--- src/inc/usb_evt_regs.vh ---
// register map, fields and timing of the usb event block
// assumes a 10 mhz clock and a word-wide register port
`ifndef USB_EVT_REGS_VH
`define USB_EVT_REGS_VH
// timing
`define CLK_NS 100
`define IDLE_NS 3000000
`define SOF_NS 1003580
`define ERR_TRIES 2'h3
// register offsets
`define OFS_POWER 8'h00
`define OFS_IRQEN 8'h04
`define OFS_FRAME 8'h08
`define OFS_FADDR 8'h0C
`define OFS_INDEX 8'h10
`define OFS_RXCSR 8'h14
`define OFS_RQCNT 8'h18
`define OFS_RXADR 8'h1C
`define OFS_TXADR 8'h20
`define OFS_NAKLIM 8'h24
`define OFS_EPIEN 8'h28
// power_control_reg fields
`define PW_SUSP 0
`define PW_RESUME 1
`define PW_ATTACH 6
`define PW_HOST 7
// interrupt enable fields
`define IE_SUSP 0
`define IE_RES 1
`define IE_SOF 2
`define IE_RST 3
`define IE_SESS 4
// rx_ctrl_status fields
`define CS_RDY 0
`define CS_REQ 1
`define CS_STALL 2
`define CS_ERR 3
`define CS_ACL 4
`define CS_ARQ 5
// reset values
`define RST_IRQEN 5'h00
`define RST_EPIEN 4'h0
`define ALL_EPIEN 4'hF
`endif

--- src/design/usb_bus_events.v ---
// device bus events and host in sequencing
// assumes a serial engine that decodes tokens, reports handshakes, drives bits
//
// Summary of operation
// - 3 ms bus idle: transceiver suspended, suspend irq if enabled
// - resume while suspended: leave suspend, resume irq if enabled
// - resume bit: exit suspend, drive k state while set and attached
// - each sof stores its 11-bit frame number, pulses sof irq
// - no sof for 1.0035 ms: frame kept, pulse regenerated, resync
// - bus reset clears address, index, csr, flushes fifos, enables ep irqs
// - attach drives lines; only a bus reset answered at first
// - attach clear (reset default): both data lines tristated
// - no interrupt on connect; session end raises one
// - host in transactions use each endpoint's receive registers
// - control plus three in contexts, each with own target address
// - control context: endpoint 0 only, first fifo bytes
// - request sends in token; stored packet sets ready, ep irq
// - auto-clear drops ready after a max-sized unload
// - ready clear sends ack; auto-request sets request again
// - count decrements per request; 0 clears auto-request
// - count zero: short packet clears auto-request
// - naks retried until a nonzero nak limit is reached
// - stall not retried; stall flag and ep irq raised
// - errors retried; third clears request, sets error
`timescale 1ns/1ps
`default_nettype none
`include "usb_evt_regs.vh"
module usb_bus_events #(
    parameter IDLE_CYC = `IDLE_NS / `CLK_NS,
    parameter SOF_CYC = `SOF_NS / `CLK_NS
) (
    input wire clk,
    input wire reset,
    input wire [7:0] reg_addr,
    input wire [31:0] reg_wdata,
    input wire reg_wr,
    input wire reg_rd,
    output reg [31:0] reg_rdata,
    input wire line_active,
    input wire resume_seen,
    input wire bus_reset_seen,
    input wire sof_valid,
    input wire [10:0] sof_frame,
    input wire session_end,
    input wire tx_dp,
    input wire tx_dm,
    input wire tx_drive,
    output wire xcvr_suspend,
    output wire dp_out,
    output wire dp_oe,
    output wire dm_out,
    output wire dm_oe,
    output wire respond_en,
    output reg fifo_flush,
    output reg irq_suspend,
    output reg irq_resume,
    output reg irq_sof,
    output reg irq_reset,
    output reg irq_session,
    output reg frame_pulse,
    output reg in_token,
    output reg [1:0] token_ep,
    output reg [6:0] token_addr,
    output reg ep0_fifo_sel,
    input wire rsp_data,
    input wire rsp_short,
    input wire rsp_nak,
    input wire rsp_stall,
    input wire rsp_err,
    input wire unload_max,
    input wire [1:0] unload_ep,
    output reg send_ack,
    output reg [1:0] ack_ep,
    output reg [3:0] ep_irq
);

// ----------------------------------------
// state and storage
// ----------------------------------------
localparam S_IDLE = 1'b0;
localparam S_WAIT = 1'b1;

reg susp_r, resume_r, attach_r, host_r, armed_r;
reg [4:0] irqen_r;
reg [10:0] frame_r;
reg [6:0] faddr_r;
reg [1:0] index_r;
reg [3:0] epien_r;
reg [31:0] idle_cnt_r;
reg [31:0] sof_cnt_r;
reg sof_seen_r;
reg state_r;
reg [1:0] cur_r;
reg [1:0] rr_r;
// per receive context; index 0 is the control context
reg rdy_r [0:3];
reg req_r [0:3];
reg stall_r [0:3];
reg err_r [0:3];
reg acl_r [0:3];
reg arq_r [0:3];
reg [7:0] cnt_r [0:3];
reg [6:0] rxadr_r [0:3];
reg [6:0] txadr_r [0:3];
reg [7:0] naklim_r [0:3];
reg [7:0] nakn_r [0:3];
reg [1:0] errn_r [0:3];
reg [31:0] rd_nxt;
reg [2:0] pick_nxt;
integer i;

// round robin: a nakking endpoint never starves the others
function [2:0] pick;
    input [3:0] act;
    input [1:0] from;
    integer k;
    reg [1:0] j;
    begin
        pick = 3'h0;
        for (k = 3; k >= 0; k = k - 1) begin
            j = from + k[1:0];
            if (act[j]) begin
                pick = {1'b1, j};
            end
        end
    end
endfunction

function [31:0] csr_word;
    input [1:0] n;
    begin
        csr_word = 32'h0;
        csr_word[`CS_RDY] = rdy_r[n];
        csr_word[`CS_REQ] = req_r[n];
        csr_word[`CS_STALL] = stall_r[n];
        csr_word[`CS_ERR] = err_r[n];
        csr_word[`CS_ACL] = acl_r[n];
        csr_word[`CS_ARQ] = arq_r[n];
    end
endfunction

// ----------------------------------------
// transceiver and line drive
// ----------------------------------------
// resume is a k state: minus high, plus low
assign xcvr_suspend = susp_r;
assign dp_out = resume_r ? 1'b0 : tx_dp;
assign dm_out = resume_r ? 1'b1 : tx_dm;
assign dp_oe = attach_r & (resume_r | tx_drive);
assign dm_oe = attach_r & (resume_r | tx_drive);
assign respond_en = attach_r & armed_r;

// ----------------------------------------
// suspend, resume and sof tracking
// ----------------------------------------
// counters run on clk, so the limits hold only for the 10 mhz rate
always @(posedge clk) begin
    irq_suspend <= 1'b0;
    irq_resume <= 1'b0;
    irq_sof <= 1'b0;
    frame_pulse <= 1'b0;
    if (reset) begin
        susp_r <= 1'b0;
        idle_cnt_r <= 32'h0;
        sof_cnt_r <= 32'h0;
        sof_seen_r <= 1'b0;
        frame_r <= 11'h000;
    end else begin
        if (line_active || !attach_r || host_r) begin
            idle_cnt_r <= 32'h0;
        end else if (!susp_r) begin
            if (idle_cnt_r == IDLE_CYC - 1) begin
                susp_r <= 1'b1;
                irq_suspend <= irqen_r[`IE_SUSP];
            end else begin
                idle_cnt_r <= idle_cnt_r + 32'h1;
            end
        end
        if (susp_r && resume_seen) begin
            susp_r <= 1'b0;
            idle_cnt_r <= 32'h0;
            irq_resume <= irqen_r[`IE_RES];
        end else if (susp_r && resume_r) begin
            susp_r <= 1'b0;
            idle_cnt_r <= 32'h0;
        end
        if (sof_valid && !host_r) begin
            frame_r <= sof_frame;
            irq_sof <= irqen_r[`IE_SOF];
            frame_pulse <= 1'b1;
            sof_seen_r <= 1'b1;
            sof_cnt_r <= 32'h0;
        end else if (sof_seen_r) begin
            if (sof_cnt_r == SOF_CYC - 1) begin
                frame_pulse <= 1'b1;
                sof_cnt_r <= 32'h0;
            end else begin
                sof_cnt_r <= sof_cnt_r + 32'h1;
            end
        end
    end
end

// ----------------------------------------
// register read port
// ----------------------------------------
always @* begin
    rd_nxt = 32'h0;
    case (reg_addr)
        `OFS_POWER: begin
            rd_nxt[`PW_SUSP] = susp_r;
            rd_nxt[`PW_RESUME] = resume_r;
            rd_nxt[`PW_ATTACH] = attach_r;
            rd_nxt[`PW_HOST] = host_r;
        end
        `OFS_IRQEN: rd_nxt[4:0] = irqen_r;
        `OFS_FRAME: rd_nxt[10:0] = frame_r;
        `OFS_FADDR: rd_nxt[6:0] = faddr_r;
        `OFS_INDEX: rd_nxt[1:0] = index_r;
        `OFS_RXCSR: rd_nxt = csr_word(index_r);
        `OFS_RQCNT: rd_nxt[7:0] = cnt_r[index_r];
        `OFS_RXADR: rd_nxt[6:0] = rxadr_r[index_r];
        `OFS_TXADR: rd_nxt[6:0] = txadr_r[index_r];
        `OFS_NAKLIM: rd_nxt[7:0] = naklim_r[index_r];
        `OFS_EPIEN: rd_nxt[3:0] = epien_r;
        default: rd_nxt = 32'h0;
    endcase
end

// unmapped reads zero; data only in the cycle after the strobe
always @(posedge clk) begin
    if (reset) begin
        reg_rdata <= 32'h0;
    end else begin
        reg_rdata <= reg_rd ? rd_nxt : 32'h0;
    end
end

always @* begin
    pick_nxt = pick({req_r[3] & ~rdy_r[3] & ~stall_r[3], req_r[2] & ~rdy_r[2] & ~stall_r[2],
        req_r[1] & ~rdy_r[1] & ~stall_r[1], req_r[0] & ~rdy_r[0] & ~stall_r[0]}, rr_r);
end

// ----------------------------------------
// control registers and host in sequencer
// ----------------------------------------
// software writes first, so a same-cycle hardware set wins
always @(posedge clk) begin
    irq_reset <= 1'b0;
    irq_session <= 1'b0;
    fifo_flush <= 1'b0;
    in_token <= 1'b0;
    send_ack <= 1'b0;
    ep_irq <= 4'h0;
    if (reset) begin
        resume_r <= 1'b0;
        attach_r <= 1'b0;
        host_r <= 1'b0;
        armed_r <= 1'b0;
        irqen_r <= `RST_IRQEN;
        faddr_r <= 7'h00;
        index_r <= 2'h0;
        epien_r <= `RST_EPIEN;
        state_r <= S_IDLE;
        cur_r <= 2'h0;
        rr_r <= 2'h0;
        token_ep <= 2'h0;
        token_addr <= 7'h00;
        ep0_fifo_sel <= 1'b0;
        ack_ep <= 2'h0;
        for (i = 0; i < 4; i = i + 1) begin
            rdy_r[i] <= 1'b0;
            req_r[i] <= 1'b0;
            stall_r[i] <= 1'b0;
            err_r[i] <= 1'b0;
            acl_r[i] <= 1'b0;
            arq_r[i] <= 1'b0;
            cnt_r[i] <= 8'h00;
            rxadr_r[i] <= 7'h00;
            txadr_r[i] <= 7'h00;
            naklim_r[i] <= 8'h00;
            nakn_r[i] <= 8'h00;
            errn_r[i] <= 2'h0;
        end
    end else begin
        if (reg_wr) begin
            case (reg_addr)
                `OFS_POWER: begin
                    resume_r <= reg_wdata[`PW_RESUME];
                    attach_r <= reg_wdata[`PW_ATTACH];
                    host_r <= reg_wdata[`PW_HOST];
                    if (!reg_wdata[`PW_ATTACH]) begin
                        armed_r <= 1'b0;
                    end
                end
                `OFS_IRQEN: irqen_r <= reg_wdata[4:0];
                `OFS_FADDR: faddr_r <= reg_wdata[6:0];
                `OFS_INDEX: index_r <= reg_wdata[1:0];
                `OFS_RXCSR: begin
                    // ready, stall, error: write zero clears, software never sets
                    if (rdy_r[index_r] && !reg_wdata[`CS_RDY]) begin
                        rdy_r[index_r] <= 1'b0;
                        send_ack <= 1'b1;
                        ack_ep <= index_r;
                        if (arq_r[index_r]) begin
                            req_r[index_r] <= 1'b1;
                        end
                    end
                    if (reg_wdata[`CS_REQ]) begin
                        req_r[index_r] <= 1'b1;
                        nakn_r[index_r] <= 8'h00;
                        errn_r[index_r] <= 2'h0;
                    end
                    if (!reg_wdata[`CS_STALL]) begin
                        stall_r[index_r] <= 1'b0;
                    end
                    if (!reg_wdata[`CS_ERR]) begin
                        err_r[index_r] <= 1'b0;
                    end
                    acl_r[index_r] <= reg_wdata[`CS_ACL];
                    arq_r[index_r] <= reg_wdata[`CS_ARQ];
                end
                `OFS_RQCNT: cnt_r[index_r] <= reg_wdata[7:0];
                `OFS_RXADR: rxadr_r[index_r] <= reg_wdata[6:0];
                `OFS_TXADR: txadr_r[index_r] <= reg_wdata[6:0];
                `OFS_NAKLIM: naklim_r[index_r] <= reg_wdata[7:0];
                `OFS_EPIEN: epien_r <= reg_wdata[3:0];
                default: ;
            endcase
        end
        // auto-clear on max-sized unload, same ack path
        if (unload_max && acl_r[unload_ep] && rdy_r[unload_ep]) begin
            rdy_r[unload_ep] <= 1'b0;
            send_ack <= 1'b1;
            ack_ep <= unload_ep;
            if (arq_r[unload_ep]) begin
                req_r[unload_ep] <= 1'b1;
            end
        end
        if (session_end) begin
            irq_session <= irqen_r[`IE_SESS];
        end
        case (state_r)
            S_IDLE: begin
                if (host_r && pick_nxt[2]) begin
                    cur_r <= pick_nxt[1:0];
                    in_token <= 1'b1;
                    token_ep <= pick_nxt[1:0];
                    token_addr <= rxadr_r[pick_nxt[1:0]];
                    ep0_fifo_sel <= (pick_nxt[1:0] == 2'h0);
                    state_r <= S_WAIT;
                    // count only first attempts, not retries
                    if (nakn_r[pick_nxt[1:0]] == 8'h00 && errn_r[pick_nxt[1:0]] == 2'h0
                        && cnt_r[pick_nxt[1:0]] != 8'h00) begin
                        cnt_r[pick_nxt[1:0]] <= cnt_r[pick_nxt[1:0]] - 8'h01;
                        if (cnt_r[pick_nxt[1:0]] == 8'h01) begin
                            arq_r[pick_nxt[1:0]] <= 1'b0;
                        end
                    end
                end
            end
            S_WAIT: begin
                if (rsp_data) begin
                    rdy_r[cur_r] <= 1'b1;
                    req_r[cur_r] <= 1'b0;
                    ep_irq[cur_r] <= epien_r[cur_r];
                    nakn_r[cur_r] <= 8'h00;
                    errn_r[cur_r] <= 2'h0;
                    if (rsp_short && cnt_r[cur_r] == 8'h00) begin
                        arq_r[cur_r] <= 1'b0;
                    end
                    state_r <= S_IDLE;
                end else if (rsp_nak) begin
                    nakn_r[cur_r] <= nakn_r[cur_r] + 8'h01;
                    if (naklim_r[cur_r] != 8'h00
                        && nakn_r[cur_r] + 8'h01 == naklim_r[cur_r]) begin
                        req_r[cur_r] <= 1'b0;
                        err_r[cur_r] <= 1'b1;
                        ep_irq[cur_r] <= epien_r[cur_r];
                    end
                    rr_r <= cur_r + 2'h1;
                    state_r <= S_IDLE;
                end else if (rsp_stall) begin
                    stall_r[cur_r] <= 1'b1;
                    req_r[cur_r] <= 1'b0;
                    ep_irq[cur_r] <= epien_r[cur_r];
                    state_r <= S_IDLE;
                end else if (rsp_err) begin
                    errn_r[cur_r] <= errn_r[cur_r] + 2'h1;
                    if (errn_r[cur_r] + 2'h1 == `ERR_TRIES) begin
                        req_r[cur_r] <= 1'b0;
                        err_r[cur_r] <= 1'b1;
                        ep_irq[cur_r] <= epien_r[cur_r];
                        errn_r[cur_r] <= 2'h0;
                    end
                    rr_r <= cur_r + 2'h1;
                    state_r <= S_IDLE;
                end
            end
            default: state_r <= S_IDLE;
        endcase
        // bus reset outranks all in device mode
        if (bus_reset_seen && !host_r) begin
            faddr_r <= 7'h00;
            index_r <= 2'h0;
            fifo_flush <= 1'b1;
            epien_r <= `ALL_EPIEN;
            irq_reset <= irqen_r[`IE_RST];
            armed_r <= attach_r;
            send_ack <= 1'b0;
            for (i = 0; i < 4; i = i + 1) begin
                rdy_r[i] <= 1'b0;
                req_r[i] <= 1'b0;
                stall_r[i] <= 1'b0;
                err_r[i] <= 1'b0;
                acl_r[i] <= 1'b0;
                arq_r[i] <= 1'b0;
            end
        end
    end
end

endmodule
`default_nettype wire

--- config.mk ---
export PLATFORM = sky130hd
export DESIGN_NAME = usb_bus_events
export DESIGN_NICKNAME = d
export VERILOG_FILES = /design/src/design/usb_bus_events.v
export VERILOG_INCLUDE_DIRS = /design/src /design/src/inc
export SDC_FILE = /design/constraint.sdc
export NUM_CORES = 1
export LEC_CHECK = 0
export BUFFER_PORTS_ARGS = -buffer_cell sky130_fd_sc_hd__buf_2
export CAP_MARGIN = 20
export CORE_AREA = 2 2 170 172
export CTS_BUF_LIST = sky130_fd_sc_hd__clkbuf_4 sky130_fd_sc_hd__clkbuf_8
export CTS_CLUSTER_SIZE = 12
export DETAILED_ROUTE_END_ITERATION = 6
export DIE_AREA = 0 0 172 174
export PLACE_DENSITY = 0.8
export SYNTH_ARGS = -nofsm -noshare
export SYNTH_HDL_FRONTEND = slang
export SYNTH_SLANG_ARGS = --single-unit
--- constraint.sdc ---
create_clock -name clk -period 3.6 [get_ports clk]
set_input_delay 0.18 -clock clk [delete_from_list [all_inputs] [get_ports clk]]
set_output_delay 0.18 -clock clk [all_outputs]
set_load 0.03 [all_outputs]
### Word-level counts from Yosys, hierarchy flattened

Memories as Yosys holds them, arrays and structs flattened. A register that Yosys moved wholly into a read port is not among the register bits.
Index checks and enable logic that the tools add are counted.

* register bits: 152
* bits in latches: 0
* memory bits (writable): 184
* ROM bits: 0
* logic and storage cells: 799
* memories kept: 12

Memories
* cnt_r: depth 4, bits a word 8, read ports 3, clocked after memory_dff 2, wr ports 4, line usb_bus_events.v:102 `reg [7:0] cnt_r [0:3];`
* naklim_r: depth 4, bits a word 8, read ports 2, clocked after memory_dff 2, wr ports 4, line usb_bus_events.v:105 `reg [7:0] naklim_r [0:3];`
* nakn_r: depth 4, bits a word 8, read ports 2, clocked after memory_dff 1, wr ports 4, line usb_bus_events.v:106 `reg [7:0] nakn_r [0:3];`
* rxadr_r: depth 4, bits a word 7, read ports 2, clocked after memory_dff 2, wr ports 4, line usb_bus_events.v:103 `reg [6:0] rxadr_r [0:3];`
* txadr_r: depth 4, bits a word 7, read ports 1, clocked after memory_dff 1, wr ports 4, line usb_bus_events.v:104 `reg [6:0] txadr_r [0:3];`
* errn_r: depth 4, bits a word 2, read ports 2, clocked after memory_dff 1, wr ports 4, line usb_bus_events.v:107 `reg [1:0] errn_r [0:3];`
* 6 more memories

* $add $sub $neg: 9
* $mul: 0
* divide/modulo/power cells: 0
* magnitude comparators: 6
* equality and inequality tests: 89
* shifts and indexed selects: 0
* muxes and demuxes: 296
* bitwise logic cells: 278
* reduce and logical (&&, ||, !) cells: 78

Operators with widths (number)
* $mux 1: 199
* $and 1x1->1: 154
* $eq 2x2->1 const B: 73
* $mux 2: 62
* $not 1->1: 90
* $add 32x1->32 const B: 2
* $mux 8: 6
* $reduce_or 8->1: 5
* $mux 4: 9
* $or 1x1->1: 33
* $eq 32x14->1 const B: 1
* $eq 32x15->1 const B: 1
* $eq 8x5->1 const B: 4
* $mux 32: 1
* $eq 8x6->1 const B: 3
* $logic_not 8->1: 3
* $pmux 2 s11: 1
* $reduce_or 2->1: 11
* $pmux 2 s9: 1
* $eq 8x4->1 const B: 2
* $reduce_bool 8->1: 2
* $lt 2x3->1 const B: 5
* $mux 7: 2
* $pmux 1 s7: 2
* other kinds (29): 84

### Longest topological paths before layout

An unclocked memory read counts as a cell.

* depth in word-level cells: 22
* mapped depth: 12
* depth with buffers taken out: 10

### Worst setup path before layout

Ideal clock, no wire load.

* kind: flip-flop to flip-flop
* start: memory rdy_r[3]
* end: memory cnt_r[2][0] (enable)
* data arrival time: 3.013 ns
* required time: 3.306 ns
* path slack: 0.293 ns
* cell stages (with the launch flop): 11
* path buffers: 2
* path through: dfxtp_1 -> or3b_1 -> o21ai_1 -> o211a_1 -> buf_4 -> mux4_2 -> nor4b_4 -> nand3_2 -> and3_1 -> buf_2 -> or3_1

RTL lines
* from (decl): line usb_bus_events.v:96 `reg rdy_r [0:3];`
* to (decl): line usb_bus_events.v:102

==> metrics.md <==
| Metric | Value |
|---|---|
| Crit path buffers/inverters | `0` |
| Worst Hold Class | `in -> reg` |
| Crit-path max cell delay | `590 ps` |
| Die H | `174 µm` |
| Most used DFF post-synth | `edfxtp_1` |
| Via count | `13.6k` |
| Layout cells sized above 1 | `0.187` |
| Crit-path slowest cell | `mux4_2` |
| Remaining global-route overflow | `0` |
| Power density cells | `419 nW/µm²` |
| ANT cells | `0` |
| Num CTS Buffers | `54` |
| Slew HR | `0.353` |
| Asr flop ratio synth | `0` |
| # setup viols final | `0` |
| Synth unique cells | `76` |
| Global-route wire length before repair | `approximately 72,000 µm` |
| EDFF count, synth | `between 150 and 200` |
| Largest net degree at the start of global routing | `51` |
| Slew Limit Fails | `0` |
| Design Power | `7.93 mW` |
| CP Cell Sequence | `or3b_1 -> o21ai_1 -> o211a_4 -> mux4_2 -> nor4b_4 -> nand3_2 -> and4_4 -> a311o_1` |
| CTS Root Cell | `clkbuf_8` |
| Max-cap violations | `0` |
| Yosys warning count | `0` |
| VDD IR max | `0.289 mV` |
| Clock skew | `28.1 ps` |
| Largest fanout on the critical path | `8` |
| Syn_area_per_cell | `10.4 µm²` |
| CP top delay family | `simple AND/OR/NAND/NOR gates` |
| Worst EP required | `3900 ps` |
| Buffers on Ports | `88` |
| Layout area overhead | `13.9%` |
| Vias in the first global route | `13.2k` |
| Post-synthesis cell area | `approximately 17,000 µm²` |
| Most common cell in the netlist | `nand2_1` |
| Status | `completed` |
| Post-route minimum period | `3470 ps` |
| M1 WL | `between 15,000 and 20,000 µm` |
| Total track usage | `0.311` |
| Setup CP Type | `reg -> reg` |
| DRC | `0` |
| Core area | `28,200 µm²` |
| Io pins | `134` |
| Crit path capture type | `register` |
| FMAX | `288 MHz` |
| Routed len/inst | `21.7 µm` |
| Die area | `about 30,000 µm²` |
| Remaining antenna violation count | `0` |
| RSZ-0062 raised after global routing | `false` |
| Final worst-path cycle share | `0.963` |
| Top Layer Used | `met4` |
| Leak | `7.22 nW` |
| Setup TNS | `0 ps` |
| Synthesis-stage register bit count | `326` |
| Most area-consuming cells after synthesis | `edfxtp_1, dfxtp_1, mux4_2` |
| Initial DRC Count | `1,585` |
| Initial Utilization | `0.589` |
| Area share of the largest cell type after synthesis | `0.296` |
| Worst Hold Slack | `38.7 ps` |
| # clock sinks | `about 330` |
| DR pass1 iterations | `5` |
| Vias per inst | `6.35` |
| Most frequent cells after synthesis | `nand2_1, edfxtp_1, dfxtp_1, nor2_1, clkbuf_1` |
| Fin nets | `1,799` |
| CP startpoint kind | `register` |
| Row Count | `62` |
| Tightest Pin Transition | `around 970 ps` |
| CTS tree | `done` |
| Synth Instances | `1,602` |
| Clk slew on worst S/H paths | `around 60 ps` |
| GP Congestion | `0.968` |
| Share of the yosys chip area belonging to registers | `0.491` |
| Final Hold Violating Endpoints | `0` |
| CTS H-Tree Depth | `2` |
| Area leader, netlist | `edfxtp_1` |
| Arrival time worst endpoint | `3770 ps` |
| Routed wl met2 | `21,600 µm` |
| DPL Wire Length | `32,300 µm` |
| Clock buffer depth | `3` |
| WL met3 | `about 4700 µm` |
| Total length of routed wires | `approximately 46,000 µm` |
| Initial antenna violation count | `0` |
| Die Wd | `172 µm` |
| Worst skew pair latency | `610 ps` |
-- kinds of logic after synthesis --
kind of cell,after synthesis,synth area share
compound gates,214,0.0870
xor+xnor,67,0.0378
fa+ha+maj,12,0.00903
buf+inv,160,0.0424
flops,326,0.491
mux,116,0.115
other cells,1,0.000226
simple gates,706,0.218
-- registers in the layout, indices dropped and copies added, names as in the netlist, 5 cells and up, named ones only --
| register | cells |
|---|---|
| token_addr | 7 |
| errn_r | 8 |
| naklim_r | 32 |
| txadr_r | 28 |
| idle_cnt_r | 32 |
| irqen_r | 5 |
| frame_r | 11 |
| faddr_r | 7 |
| rxadr_r | 28 |
| sof_cnt_r | 32 |
| nakn_r | 32 |
| cnt_r | 32 |
| reg_rdata | 11 |
-- layout by cell type, fill, tap and decap left out, types with 10 or more instances in the layout --
cell type,count
nand2_1,193
edfxtp_1,164
dfxtp_1,161
nor2_1,149
buf_2,88
and3_1,78
a21oi_1,71
clkbuf_8,68
and2_1,64
mux4_2,59
nand3_1,57
mux2i_1,53
buf_4,53
xor2_1,36
inv_1,30
xnor2_1,28
nand4_1,25
o21ai_0,24
dlygate4sd3_1,24
or3_1,21
conb_1,21
nor3_1,20
nor4_1,19
clkbuf_4,17
nor2b_1,16
a22oi_1,15
a31oi_1,12
ha_1,12
o211ai_1,11
nor4b_1,10
a221o_1,10
clkinv_2,10
-- power by group --
| group | internal [mW] | switching, mW |
|---|---|---|
| sequential | 3.97 | 0.0586 |
| clock | 1.95 | 1.54 |
| combinational | 0.141 | 0.271 |
| total | 6.07 | 1.87 |
-- timing repair --
item	4_1_cts	5_1_grt
buffers inserted	0	0
hold endpoints to repair	24	0
setup endpoints to repair	0	33
hold buffers	24	0
resized for setup	0	5
-- stage by stage --
stage	area, µm²	util	setup WS (ps)	cells
final	18900	0.671	131	2144
after global routing	18900	0.671	24.6	2144
after CTS	18900	0.670	84.0	2144
after detailed placement	17500	0.620	140	2020
after global placement	17500	0.620	184	2020
after floorplan	16700	-	293	1622
-- area by class of cell --
cell class                 instances  area (µm²)
tap                              384         480
clock inverter                    15         110
fill                            2164        9290
multi-input combinational       1136        7880
sequential                       326        8170
timing repair buffer             168        1130
clock buffer                      85        1060
inverter                          30         113
-- metal layers --
layer | vias to the layer above | global-route usage
met2 | 818 | 0.493
met4 | 0 | 0.158
met1 | 6542 | 0.410
met5 | - | 0
met3 | 180 | 0.0583
li1 | 6065 | -
-- path summary, 6_finish.rpt --
path	start	endpoint	slack [ps]	depth (start not counted)
worst max-delay path	req_r[3]$_SDFF_PP0_	cnt_r[3][5]$_DFFE_PP_	130	8
worst min-delay path	rsp_data	pick.from[0]$_SDFFE_PP0P_	40	4
worst max register to register	req_r[3]$_SDFF_PP0_	cnt_r[3][5]$_DFFE_PP_	130	8
worst min register to register	token_addr[1]$_SDFFE_PP0P_	token_addr[1]$_SDFFE_PP0P_	460	2
-- worst register-to-register path, delay by kind of cell, from the launching register on --
kind / cells / cell delay [ps]
AOI/OAI and AO/OA: 3 / 990
muxes: 1 / 590
and+or+nand+nor: 4 / 1230
DFF: 1 / 360
No activity file was read; power rests on OpenSTA's default activity.
